**src/rtl/pdic_consts.svh**
```systemverilog
// Offsets, field positions, reset values and filter counts of the
// position-detect input control block.
// Assumes byte addresses on a 32-bit APB, one aligned word per register.
`ifndef PDIC_CONSTS_SVH
`define PDIC_CONSTS_SVH

// ----------------------------------------------------------------------
// Register offsets
// ----------------------------------------------------------------------
`define PDIC_ADDR_UPPER      12'h000
`define PDIC_ADDR_LOWER      12'h004

// ----------------------------------------------------------------------
// Reset values
// ----------------------------------------------------------------------
`define PDIC_RST_UPPER       8'h00
`define PDIC_RST_LOWER       8'h00

// ----------------------------------------------------------------------
// Upper register fields
// ----------------------------------------------------------------------
`define PDIC_WSYNC_HI        7
`define PDIC_WSYNC_LO        6
`define PDIC_FLAG_BIT        5
`define PDIC_IE_BIT          4
`define PDIC_CVAL_HI         3
`define PDIC_CVAL_LO         1
`define PDIC_POSITION_COMPARE_ENABLE_BIT        0

// ----------------------------------------------------------------------
// Lower register fields
// ----------------------------------------------------------------------
`define PDIC_POL_HI          7
`define PDIC_POL_LO          6
`define PDIC_FILT_LO         3
`define PDIC_DET_LO          0

// ----------------------------------------------------------------------
// Edge select codes
// ----------------------------------------------------------------------
`define PDIC_EDGE_NONE       2'h0
`define PDIC_EDGE_RISE       2'h1
`define PDIC_EDGE_FALL       2'h2
`define PDIC_EDGE_BOTH       2'h3

// ----------------------------------------------------------------------
// Last count of the filter counter for n = 2, 3, 4 and 5
// ----------------------------------------------------------------------
`define PDIC_FILT_LAST_N2    5'h03
`define PDIC_FILT_LAST_N3    5'h07
`define PDIC_FILT_LAST_N4    5'h0F
`define PDIC_FILT_LAST_N5    5'h1F

`endif

```
**src/rtl/pdic_pkg.sv**
```systemverilog
// State types of the position-detect input control block.
// Assumes nothing of its surroundings.
package pdic_pkg;

    typedef struct packed {
        logic [4:0] cnt;
        logic       level;
        logic       valid;
    } pdic_filt_state_t;

    typedef struct packed {
        logic       prev;
    } pdic_edge_state_t;

    typedef struct packed {
        logic [7:0]  upper;
        logic [7:0]  lower;
        logic        match_prev;
        logic [31:0] prdata;
        logic        pready;
        logic        pslverr;
        logic        irq;
        logic        wsync;
        logic        pdet;
    } pdic_top_state_t;

endpackage

```
**src/rtl/pdic_edge_detect.sv**
```systemverilog
// Edge detector with a selectable polarity for one level.
// Assumes the level is synchronous to i_clk.
`timescale 1ns/1ps
`include "pdic_consts.svh"

module pdic_edge_detect (
    // Clock and reset
    input  wire logic       i_clk,
    input  wire logic       i_resetn,
    // Level and polarity
    input  wire logic       i_level,
    input  wire logic [1:0] i_polarity,
    // Result
    output logic            o_hit
);

    pdic_pkg::pdic_edge_state_t s_q;
    pdic_pkg::pdic_edge_state_t s_d;

    always_comb begin
        s_d      = s_q;
        s_d.prev = i_level;
        case (i_polarity)
            `PDIC_EDGE_RISE: o_hit = i_level & ~s_q.prev;
            `PDIC_EDGE_FALL: o_hit = ~i_level & s_q.prev;
            `PDIC_EDGE_BOTH: o_hit = i_level ^ s_q.prev;
            default:         o_hit = 1'b0;
        endcase
    end

    always_ff @(posedge i_clk or negedge i_resetn) begin
        if (!i_resetn) begin
            s_q <= '0;
        end else begin
            s_q <= s_d;
        end
    end

endmodule

```
**src/rtl/pdic_noise_filter.sv**
```systemverilog
// Noise canceller for one sensor input, with bypass.
// Assumes the sensor level is synchronous to i_clk.
`timescale 1ns/1ps
`include "pdic_consts.svh"

module pdic_noise_filter (
    // Clock and reset
    input  wire logic       i_clk,
    input  wire logic       i_resetn,
    // Sensor and control
    input  wire logic       i_raw,
    input  wire logic       i_filter_on,
    input  wire logic [1:0] i_len_sel,
    input  wire logic       i_clock_stopped,
    // Result
    output logic            o_level,
    output logic            o_valid
);

    pdic_pkg::pdic_filt_state_t s_q;
    pdic_pkg::pdic_filt_state_t s_d;

    function automatic logic [4:0] last_count(input logic [1:0] sel);
        case (sel)
            2'h0:    last_count = `PDIC_FILT_LAST_N2;
            2'h1:    last_count = `PDIC_FILT_LAST_N3;
            2'h2:    last_count = `PDIC_FILT_LAST_N4;
            default: last_count = `PDIC_FILT_LAST_N5;
        endcase
    endfunction

    always_comb begin
        s_d = s_q;
        if (!i_filter_on) begin // see RL9
            s_d.level = i_raw;
            s_d.cnt   = 5'h00;
            s_d.valid = 1'b1;
        end else if (i_clock_stopped) begin // see RL11
            s_d.cnt   = 5'h00;
            s_d.valid = 1'b0;
        end else if (i_raw == s_q.level) begin
            s_d.cnt   = 5'h00;
            s_d.valid = 1'b1;
        end else if (s_q.cnt == last_count(i_len_sel)) begin // see RL10
            s_d.level = i_raw;
            s_d.cnt   = 5'h00;
            s_d.valid = 1'b1;
        end else begin
            s_d.cnt   = s_q.cnt + 5'h01;
        end
    end

    always_ff @(posedge i_clk or negedge i_resetn) begin
        if (!i_resetn) begin
            s_q <= '0;
        end else begin
            s_q <= s_d;
        end
    end

    assign o_level = s_q.level;
    assign o_valid = s_q.valid;

    stop_invalid_a: assert property ( // see RL11
        @(posedge i_clk) disable iff (!i_resetn)
        (i_filter_on && i_clock_stopped) |=> !o_valid)
        else $error("Filtered input stays valid with clock stopped.");

    filter_accept_a: assert property ( // see RL10
        @(posedge i_clk) disable iff (!i_resetn)
        (i_filter_on && $changed(o_level))
            |-> $past(s_q.cnt) == last_count($past(i_len_sel)))
        else $error("Filter accepted a level before overflow.");

endmodule

```
**src/rtl/pdic_top.sv**
```systemverilog
// Position-detect input control: two control registers on APB, write
// timing edge sync, bank address compare and sensor edge detection.
// Assumes all inputs are synchronous to I_CLK at 10 MHz.
//
// Operation
// RL1: Select pulse-train edge for write timing sync.
// RL2: Address equal to compare value sets flag.
// RL3: Flag and enable together raise compare interrupt.
// RL4: Writing 0 clears flag; 1 does nothing.
// RL5: Read-modify-write read returns flag as 1.
// RL6: Compare value sits in upper bits 3:1.
// RL7: Upper bit 0 enables the compare operation.
// RL8: Two bits select detection edge polarity.
// RL9: Per-input filter enable in lower bits 5:3.
// RL10: Filter accepts level only after counter overflow.
// RL11: Filtered input invalid while clock stopped.
// RL12: Lower bits 2:0 enable per-input edge detection.
// RL13: No flag setting while compare disabled.
//
// The APB register port and the placing of the registers are this design's own decisions.
`timescale 1ns/1ps
`include "pdic_consts.svh"

module pdic_top (
    // Clock and reset
    input  wire logic        I_CLK,
    input  wire logic        I_RESETN,
    // APB slave
    input  wire logic        I_PSEL,
    input  wire logic        I_PENABLE,
    input  wire logic        I_PWRITE,
    input  wire logic [11:0] I_PADDR,
    input  wire logic [31:0] I_PWDATA,
    output logic      [31:0] O_PRDATA,
    output logic             O_PREADY,
    output logic             O_PSLVERR,
    // Read-modify-write marker, valid with a read setup cycle
    input  wire logic        I_RMW_READ,
    // Multi-pulse unit side
    input  wire logic [2:0]  I_BANK_READ_ADDRESS,
    input  wire logic        I_PULSE_TRAIN_GENERATOR,
    input  wire logic [1:0]  I_FILTER_LENGTH_SELECT,
    input  wire logic        I_CLOCK_STOPPED,
    // Sensor inputs
    input  wire logic        I_SENSOR_INPUT_0,
    input  wire logic        I_SENSOR_INPUT_1,
    input  wire logic        I_SENSOR_INPUT_2,
    // Events and interrupt
    output logic             O_COMPARE_IRQ,
    output logic             O_WRITE_SYNC,
    output logic             O_POSITION_DETECT
);

    // ------------------------------------------------------------------
    // State
    // ------------------------------------------------------------------
    pdic_pkg::pdic_top_state_t s_q;
    pdic_pkg::pdic_top_state_t s_d;

    logic [2:0] sensor_raw;
    logic [2:0] sensor_level;
    logic [2:0] sensor_valid;
    logic [2:0] sensor_hit;
    logic       wsync_hit;
    logic       setup;
    logic       wr_access;
    logic       match_now;
    logic       flag_set;
    logic       flag_clear;

    assign sensor_raw = {I_SENSOR_INPUT_2, I_SENSOR_INPUT_1,
                         I_SENSOR_INPUT_0};

    // ------------------------------------------------------------------
    // Address decode
    // ------------------------------------------------------------------
    function automatic logic hits_upper(input logic [11:0] addr);
        hits_upper = (addr == `PDIC_ADDR_UPPER);
    endfunction

    function automatic logic hits_lower(input logic [11:0] addr);
        hits_lower = (addr == `PDIC_ADDR_LOWER);
    endfunction

    // ------------------------------------------------------------------
    // Sensor path: filter then edge detection
    // ------------------------------------------------------------------
    for (genvar g = 0; g < 3; g++) begin : g_sensor
        pdic_noise_filter u_filter (
            .i_clk           (I_CLK),
            .i_resetn        (I_RESETN),
            .i_raw           (sensor_raw[g]),
            .i_filter_on     (s_q.lower[`PDIC_FILT_LO + g]), // see RL9
            .i_len_sel       (I_FILTER_LENGTH_SELECT),
            .i_clock_stopped (I_CLOCK_STOPPED),
            .o_level         (sensor_level[g]),
            .o_valid         (sensor_valid[g])
        );

        pdic_edge_detect u_edge (
            .i_clk      (I_CLK),
            .i_resetn   (I_RESETN),
            .i_level    (sensor_level[g]),
            .i_polarity (s_q.lower[`PDIC_POL_HI:`PDIC_POL_LO]), // see RL8
            .o_hit      (sensor_hit[g])
        );
    end

    pdic_edge_detect u_wsync_edge (
        .i_clk      (I_CLK),
        .i_resetn   (I_RESETN),
        .i_level    (I_PULSE_TRAIN_GENERATOR),
        .i_polarity (s_q.upper[`PDIC_WSYNC_HI:`PDIC_WSYNC_LO]), // see RL1
        .o_hit      (wsync_hit)
    );

    // ------------------------------------------------------------------
    // Compare and flag
    // ------------------------------------------------------------------
    // The flag is set on the cycle a match begins, so that a software
    // clear during a standing match is not undone at once.
    assign match_now = s_q.upper[`PDIC_POSITION_COMPARE_ENABLE_BIT] // see RL7 see RL13
        & (I_BANK_READ_ADDRESS ==
           s_q.upper[`PDIC_CVAL_HI:`PDIC_CVAL_LO]); // see RL6
    assign flag_set  = match_now & ~s_q.match_prev; // see RL2

    assign setup     = I_PSEL & ~I_PENABLE;
    assign wr_access = I_PSEL & I_PENABLE & s_q.pready & I_PWRITE;
    assign flag_clear = wr_access & hits_upper(I_PADDR)
                      & ~I_PWDATA[`PDIC_FLAG_BIT]; // see RL4

    // ------------------------------------------------------------------
    // Next state
    // ------------------------------------------------------------------
    always_comb begin
        s_d            = s_q;
        s_d.match_prev = match_now;

        // Register writes.
        if (wr_access && hits_upper(I_PADDR)) begin
            s_d.upper[`PDIC_WSYNC_HI:`PDIC_WSYNC_LO] =
                I_PWDATA[`PDIC_WSYNC_HI:`PDIC_WSYNC_LO];
            s_d.upper[`PDIC_IE_BIT:0] = I_PWDATA[`PDIC_IE_BIT:0];
        end
        if (wr_access && hits_lower(I_PADDR)) begin
            s_d.lower = I_PWDATA[7:0];
        end

        // A set in the same cycle as a clear wins.
        s_d.upper[`PDIC_FLAG_BIT] = flag_set // see RL2 see RL4
            | (s_q.upper[`PDIC_FLAG_BIT] & ~flag_clear);

        // Interrupt follows the next flag and enable.
        s_d.irq = s_d.upper[`PDIC_FLAG_BIT] // see RL3
                & s_d.upper[`PDIC_IE_BIT];

        // Write timing sync pulse.
        s_d.wsync = wsync_hit; // see RL1

        // Position detection pulse from enabled, valid inputs.
        s_d.pdet = |(sensor_hit & sensor_valid // see RL11
                     & s_q.lower[`PDIC_DET_LO +: 3]); // see RL12

        // APB answer: data and error captured in setup, ready in access.
        s_d.pready = setup;
        if (setup) begin
            s_d.pslverr = ~(hits_upper(I_PADDR) | hits_lower(I_PADDR));
            s_d.prdata  = 32'h0000_0000;
            if (!I_PWRITE && hits_upper(I_PADDR)) begin
                s_d.prdata[7:0] = s_q.upper;
                if (I_RMW_READ) begin
                    s_d.prdata[`PDIC_FLAG_BIT] = 1'b1; // see RL5
                end
            end else if (!I_PWRITE && hits_lower(I_PADDR)) begin
                s_d.prdata[7:0] = s_q.lower;
            end
        end else if (!I_PSEL) begin
            s_d.pslverr = 1'b0;
            s_d.prdata  = 32'h0000_0000;
        end
    end

    // ------------------------------------------------------------------
    // State register
    // ------------------------------------------------------------------
    always_ff @(posedge I_CLK or negedge I_RESETN) begin
        if (!I_RESETN) begin
            s_q       <= '0;
            s_q.upper <= `PDIC_RST_UPPER;
            s_q.lower <= `PDIC_RST_LOWER;
        end else begin
            s_q <= s_d;
        end
    end

    assign O_PRDATA          = s_q.prdata;
    assign O_PREADY          = s_q.pready;
    assign O_PSLVERR         = s_q.pslverr;
    assign O_COMPARE_IRQ     = s_q.irq;
    assign O_WRITE_SYNC      = s_q.wsync;
    assign O_POSITION_DETECT = s_q.pdet;

    // ------------------------------------------------------------------
    // Checks
    // ------------------------------------------------------------------
    wsync_rise_a: assert property ( // see RL1
        @(posedge I_CLK) disable iff (!I_RESETN)
        (s_q.upper[7:6] == 2'h1 && $rose(I_PULSE_TRAIN_GENERATOR))
            |=> O_WRITE_SYNC)
        else $error("Rising edge missed by write sync.");

    wsync_none_a: assert property ( // see RL1
        @(posedge I_CLK) disable iff (!I_RESETN)
        (s_q.upper[7:6] == 2'h0) |=> !O_WRITE_SYNC)
        else $error("Write sync pulse with sync off.");

    match_sets_a: assert property ( // see RL2
        @(posedge I_CLK) disable iff (!I_RESETN)
        (s_q.upper[0] && !s_q.match_prev
            && I_BANK_READ_ADDRESS == s_q.upper[3:1])
            |=> s_q.upper[5])
        else $error("Compare match did not set the flag.");

    irq_gate_a: assert property ( // see RL3
        @(posedge I_CLK) disable iff (!I_RESETN)
        O_COMPARE_IRQ == (s_q.upper[5] && s_q.upper[4]))
        else $error("Interrupt disagrees with flag and enable.");

    flag_write_a: assert property ( // see RL4
        @(posedge I_CLK) disable iff (!I_RESETN)
        (wr_access && I_PADDR == 12'h000 && !flag_set)
            |=> s_q.upper[5] == ($past(s_q.upper[5]) && $past(I_PWDATA[5])))
        else $error("Flag write did not clear or keep the flag.");

    rmw_read_a: assert property ( // see RL5
        @(posedge I_CLK) disable iff (!I_RESETN)
        (setup && !I_PWRITE && I_RMW_READ && I_PADDR == 12'h000)
            |=> O_PRDATA[5] ##1 !O_PREADY)
        else $error("Read-modify-write read lost the flag bit.");

    cmp_off_a: assert property ( // see RL13
        @(posedge I_CLK) disable iff (!I_RESETN)
        !s_q.upper[0] |=> !$rose(s_q.upper[5]))
        else $error("Flag set while compare disabled.");

    detect_off_a: assert property ( // see RL8
        @(posedge I_CLK) disable iff (!I_RESETN)
        (s_q.lower[7:6] == 2'h0 || s_q.lower[2:0] == 3'h0) // see RL12
            |=> !O_POSITION_DETECT)
        else $error("Position detect pulse while detection is off.");

endmodule

```
**config.mk**
```make
export PLATFORM = sky130hd
export DESIGN_NAME = pdic_top
export DESIGN_NICKNAME = d
export VERILOG_FILES = /design/src/rtl/pdic_pkg.sv /design/src/rtl/pdic_edge_detect.sv /design/src/rtl/pdic_noise_filter.sv /design/src/rtl/pdic_top.sv
export VERILOG_INCLUDE_DIRS = /design/src /design/src/rtl
export SDC_FILE = /design/constraint.sdc
export NUM_CORES = 1
export LEC_CHECK = 0
export ABC_AREA = 1
export ABC_CLOCK_PERIOD_IN_PS = 1100
export CORE_UTILIZATION = 59
export CTS_BUF_LIST = sky130_fd_sc_hd__clkbuf_2 sky130_fd_sc_hd__clkbuf_4 sky130_fd_sc_hd__clkbuf_8
export CTS_CLUSTER_DIAMETER = 150
export DETAILED_ROUTE_END_ITERATION = 6
export DONT_BUFFER_PORTS = 1
export GPL_TIMING_DRIVEN = 0
export PLACE_DENSITY = 0.81
export REMOVE_ABC_BUFFERS = 1
export SETUP_SLACK_MARGIN = 0.3
export SLEW_MARGIN = 30
export SYNTH_ARGS = -nofsm -noshare
export SYNTH_HDL_FRONTEND = slang
export SYNTH_SLANG_ARGS = --single-unit
```
**constraint.sdc**
```tcl
create_clock -name I_CLK -period 1.1 [get_ports I_CLK]
set_input_delay 0.055 -clock I_CLK [delete_from_list [all_inputs] [get_ports I_CLK]]
set_output_delay 0.055 -clock I_CLK [all_outputs]
set_load 0.02 [all_outputs]
```
==> results of run 1 <==
-- final cells by class --
cell class | instances | area (µm²) | area share
flip-flops and latches | 55 | 1403 | 0.3541
clock buffers | 5 | 68.82 | 0.01737
repair buffers | 46 | 437.9 | 0.1105
well taps | 67 | 83.83 | 0.02116
inverters | 46 | 172.7 | 0.04359
multi-input cells | 266 | 1728 | 0.4362
clock inverters | 3 | 67.56 | 0.01706
-- registers in the layout, summed over array words and instances, names as in the netlist --
register                   flops
g_sensor.u_filter.s_q         15
O_POSITION_DETECT              1
g_sensor.u_filter.o_level      3
g_sensor.u_filter.o_valid      3
O_WRITE_SYNC                   1
O_PRDATA                       8
g_sensor.u_edge.s_q            3
s_q                           17
O_PREADY                       1
O_PSLVERR                      1
O_COMPARE_IRQ                  1
u_wsync_edge.s_q               1
-- kinds of logic (layout without fill, tap and decap cells) --
group	count (synthesis)	count (layout)
AO/OA/AOI/OAI	28	28
XOR/XNOR	13	13
adder cells (fa/ha/maj)	11	11
buffers and inverters	86	100
flip-flops	55	55
other	1	24
AND/OR/NAND/NOR	188	190
-- worst reg2reg max path, cell delays in order, from the launching register on --
cell,delay [ns]
dfrtp_2,0.47
a21oi_4,0.16
o21ai_4,0.08
nor2_2,0.19
nand2_4,0.13
o21a_1,0.19
-- final timing paths --
kind	startpoint	end	cells past startpoint
max	g_sensor[1].u_filter.o_level	g_sensor[1].u_filter.o_valid	5
min	I_RESETN	O_PRDATA[0]	0
max reg2reg	g_sensor[1].u_filter.o_level	g_sensor[1].u_filter.o_valid	5
min reg2reg	g_sensor[2].u_filter.o_level	g_sensor[2].u_edge.s_q	0
max in group asynchronous	I_RESETN	s_q[42]	0
min in group I_CLK	I_BANK_READ_ADDRESS[1]	s_q[37]	3
-- layer usage --
metal  wire (µm)  up-vias  GRT usage
li1            -     1239          -
met1        2791     1290     0.3059
met2        4272      174     0.4980
met3         573       37    0.07046
met4         333        0     0.1132
met5           0        -          0
-- cells in the final DEF, fill, tap and decap left out, drive strengths merged --
cell,Yosys,layout
nand2,99,99
dfrtp,55,55
inv,45,45
nand3,34,35
nor2,34,35
buf,39,31
conb,1,24
o21ai,21,21
nand4,17,17
dlygate4sd3,0,15
ha,11,11
xor2,7,7
xnor2,6,6
clkbuf,1,5
o211ai,3,3
a21oi,3,3
and3,2,2
bufinv,0,2
nor3,1,1
clkinv,1,1
o21a,1,1
nand3b,1,1
clkinvlp,0,1
-- what timing repair did --
item | in CTS | in global routing
cloned | 2 | 0
hold endpoints to repair | 90 | 57
gates resized for setup | 64 | 64
setup buffers | 17 | 14
endpoints found under the setup margin | 63 | 63
pin swaps | 38 | 34
-- per-stage QoR --
step                TNS, ns    util  setup WS, ns  cell area, µm²  hold slack (ns)
global route         -6.069  0.8170       -0.2623            3961          -0.5998
finish               -4.015  0.8170       -0.2192            3961          -0.5768
CTS                  -1.714  0.7414       -0.1108            3595          -0.5879
detailed placement   -10.81  0.6080       -0.6207            2948          -0.2395
floorplan            -2.040       -       -0.2029            2864          -0.2406
global placement     -9.276  0.6080       -0.5830            2948          -0.2395
-- report_power, final --
part | internal, W | leakage [nW] | switching (W) | total, W
Combinational | 0.000131 | 1.02 | 0.000224 | 0.000355
Sequential | 0.00204 | 0.697 | 0.0000288 | 0.00207
Clock | 0.000908 | 0.0644 | 0.000695 | 0.00160
Total | 0.00308 | 1.78 | 0.000949 | 0.00403
==> impl_metrics.ini, run 1 <==
[logic_synthesis]
ys_seq_area_frac = 0.4484
synthCells = 382
postSynth.asyncResetShare = 1.000
synthFlopType = dfrtp_1
syn_area_um2 = 3069
netlist.area_leader.share = 0.4484
yosys_warnings = 0
postSynthAreaPerCell_um2 = 8.035
synth_most_common_cell = nand2_1
synth_common_cells = 99 x nand2_1, 55 x dfrtp_1, 45 x inv_1
synth_xor_xnor_area_share = 0.03710
synth_top_family_by_area = simple AND/OR/NAND/NOR gates
synth_edf_count = 0
yosys.area_share.adder = 0.04484
synth-simple-area-share = 0.2682
yosys-top-cells-area = dfrtp_1 45%, nand2_1 12%, buf_4 7.8%, inv_1 5.5%, nand3_1 5.4%
synth_seq_cells = 55
synth_mux_area_frac = 0
yosys.area.top_type = dfrtp_1
ys_types = 26
synth_compound_area_frac = 0.04892

[setup_path]
cp.buffers_inverters = 0
crit_path_end_kind = register
slowest_stage = dfrtp_2
crit_path_start_kind = register
cp_top_family = flip-flops
cp_max_fo = 6
max_stage_delay_ns = 0.47
crit_chain = a21oi_4, o21ai_4, nor2_2, nand2_4, o21a_1
r2r_slack_ns = -0.22
worstPathArrival_ns = 1.53
path_class = reg2reg
required_ns = 1.31

[placed_design]
placed_cells = 432
routabilityCongestion = 0.8398
dp.final_hpwl_um = 4132
io_buffer_count = 0

[finish]
nets = 491
drive_gt1_frac = 0.3183
n_fill_cell = 284
layoutNonFillerInstCount = 488
antenna_cells = 0
area_delta_synth_final_pct = 29.07

[run_status]
violations = negative hold slack, negative setup slack
status = finished with violations

[sta]
timing.fmax_mhz = 758.0
finalCritPeriodShare = 1.199
setup_viol = 36
finalHoldViolCount = 57
slew_headroom = 0.4935
grt_setup_unrepaired = yes
fin_ws_ns = -0.2192
tightestPinTransition_ns = 0.7569
finalMaxSlewViolations = 0
hold_ws_ns = -0.5768
finClkSkew_ns = 0.005365
fin_crit_ns = 1.319

[routing]
drt_pass1_iterations = 6
drt-vias-per-instance = 5.615
wl_um = 7970
via_count = 2740
postRouteAntennaNets = 0
wl_per_cell_um = 16.33
drtIter0Drc = 209
post-route-drc-count = 0

[clocking]
clock_sinks = 55
cts_tree = done
clock-root-buffer = clkbuf_8
cts.clk_slew.worst_paths_ns = 0.10
clockBufferDepth = 2
cts-hold-fix-buffers = 15
h-tree-depth = 2
cts_made_buffers = 5
clkLatencyLatePin_ns = 0.31

[global_route]
grt_pass1_wl_um = 11230
grt_pass1_vias = 2544
grt_max_degree = 56
antenna_found_initial = 0
grt_usage = 0.2748
overflow = 0

[floorplan]
pin_count = 97
dieWidth_um = 74.13
start_util = 0.6330
die-area_um2 = 5495
die_h_um = 74.13
num_rows = 25
coreArea_um2 = 4848

[power]
power_w = 0.004027
pwr_density_cell_nw_per_um2 = 1017
vdd_drop_max_v = 0.0008187
p_leak_nw = 1.778

[job]
maxCapViolations = 0

[worst_hold_path]
min_path_type = in2async
(Power assumes the default switching activity.)
==> run 2, diff against run 1 <==
CORE_ASPECT_RATIO = 2   (was unset)
SKIP_LAST_GASP = 1   (was unset)
==> run 2 against run 1 <==
Cell count decreased by 4.1%. Power shrank 13%. Worst hold slack improved by 0.0070 ns. Clock-buffer cell count rose by 1. Final area fell by 5.2%. Sequential power about the same. Fmax up 3.5%. First-iteration DRC count fell by 46%. The run still ends with negative hold slack, negative setup slack left. Flip-flop and latch count is the same. Via count shrank 4.0%. Combinational power about the same. Critical endpoint is now O_COMPARE_IRQ. Worst setup slack better by 0.044 ns.
==> impl_metrics.ini, run 2 (synthesis gave the netlist of run 1 again) <==
[sta]
fin_ws_ns = -0.1750
tightestPinTransition_ns = 0.6422
hold_ws_ns = -0.5698
finalHoldViolCount = 57
grt_setup_unrepaired = yes
finalMaxSlewViolations = 0
slew_headroom = 0.5703
finClkSkew_ns = 0.006110
timing.fmax_mhz = 784.3
setup_viol = 38
finalCritPeriodShare = 1.159
fin_crit_ns = 1.275

[routing]
drtIter0Drc = 112
wl_um = 7817
wl_per_cell_um = 16.70
postRouteAntennaNets = 0
post-route-drc-count = 0
drt_pass1_iterations = 4
via_count = 2631
drt-vias-per-instance = 5.622

[finish]
antenna_cells = 0
final_cell_mix = 89 x nand2_1, 39 x inv_1, 36 x dfrtp_1
nets = 483
drive_gt1_frac = 0.2749
n_fill_cell = 327
largest_reg_flops = 17
mostFrequentLayoutCell = nand2_1
ff_latch_area_um2 = 1400
top_register = s_q
area_delta_synth_final_pct = 22.38
multi_input_area_um2 = 1692

[global_route]
overflow = 0
grt_pass1_vias = 2460
grt_usage = 0.2801
antenna_found_initial = 0
grt_max_degree = 56
grt_pass1_wl_um = 11390

[setup_path]
r2r_end = O_COMPARE_IRQ
crit_path_start_kind = register
path_class = reg2reg
cp_max_fo = 4
crit_path_end_kind = register
r2r_slack_ns = -0.18
rr_worst_depth = 6
worstReg2RegStart = O_PREADY
required_ns = 1.31
worstPathArrival_ns = 1.48

[worst_hold_path]
min_path_type = in2async

[floorplan]
die-area_um2 = 5512
die_h_um = 104
start_util = 0.6194
coreArea_um2 = 4955
num_rows = 36
pin_count = 97
dieWidth_um = 53

[clocking]
cts-hold-fix-buffers = 14
clkLatencyLatePin_ns = 0.31
cts_made_buffers = 5
cts_tree = done
clock-root-buffer = clkbuf_8
clock_sinks = 55
h-tree-depth = 2
cts.clk_slew.worst_paths_ns = 0.09
clockBufferDepth = 2

[placed_design]
place_ws_ns = -0.5891
routabilityCongestion = 0.8122
dp.final_hpwl_um = 4331
io_buffer_count = 0

[power]
pwr_density_cell_nw_per_um2 = 933.4
p_leak_nw = 1.678
vdd_drop_max_v = 0.0009658

[job]
maxCapViolations = 0

[run_status]
violations = negative hold slack, negative setup slack
status = finished with violations
-- run 2: cell types whose count changed in the layout (fill, tap and decap cells not counted), sizes merged --
| cell | previous run | this run |
|---|---|---|
| buf | 31 | 23 |
| nor2 | 35 | 36 |
| dlygate4sd3 | 15 | 14 |
| bufinv | 2 | 0 |
| clkinvlp | 1 | 0 |
| clkbuf | 5 | 6 |
-- run 2: repair_timing --
item / 4_1_cts / 5_1_grt
resized for setup: 44 / 64
setup endpoints to repair: 63 / 63
cloned: 2 / 1
setup buffers: 12 / 11
pin swaps: 22 / 37
endpoints found under the hold margin: 91 / 57
-- run 2: power by group --
group | switching, W | total, W | leakage, nW | internal [W]
registers | 0.0000320 | 0.00207 | 0.700 | 0.00204
logic | 0.000227 | 0.000357 | 0.937 | 0.000129
clock network | 0.000626 | 0.00108 | 0.0406 | 0.000452
-- run 2: worst max-delay path: stages, from the launching register on --
cell and delay (ns):
dfrtp_2 0.44, nand2_2 0.09, nor2_4 0.20, buf_6 0.14
nand4_1 0.12, nand2_2 0.12, a21oi_2 0.06
-- run 2: cell type report --
| class | count | share of cell area |
|---|---|---|
| Tap cell | 57 | 0.01899 |
| Multi-Input combinational cell | 267 | 0.4504 |
| Timing Repair Buffer | 37 | 0.09161 |
| Clock buffer | 6 | 0.02032 |
| Inverter | 46 | 0.04597 |
| Sequential cell | 55 | 0.3728 |
-- run 2: through the flow --
step	total power, W	setup TNS [ns]	cell area [µm²]	cells	utilization
floorplan	0.002276	-2.040	2864	365	-
global placement	0.002301	-8.842	2935	422	0.5924
detailed placement	0.002310	-10.28	2935	422	0.5924
CTS	0.003425	-2.465	3407	456	0.6876
global route	0.003619	-6.318	3756	468	0.7581
finish	0.003506	-3.802	3756	468	0.7581
-- run 2: worst max path at each step --
stage                                            start                           end  slack (ns)  cells after the start
after detailed placement                    I_PADDR[0]                 O_COMPARE_IRQ       -0.59                      7
after global placement                      I_PADDR[0]                 O_COMPARE_IRQ       -0.53                      7
after floorplan                             I_PADDR[0]                 O_COMPARE_IRQ       -0.20                      7
after CTS                                     O_PREADY                       s_q[48]       -0.14                      6
final                                         O_PREADY                 O_COMPARE_IRQ       -0.18                      6
after global routing      g_sensor[2].u_filter.o_level  g_sensor[2].u_filter.o_level       -0.23                      6
-- run 2: routing by layer --
layer	routed length (µm)	global-route usage
met4	318	0.1598
met5	0	0
met1	2523	0.2971
met2	4676	0.4919
met3	299	0.04240
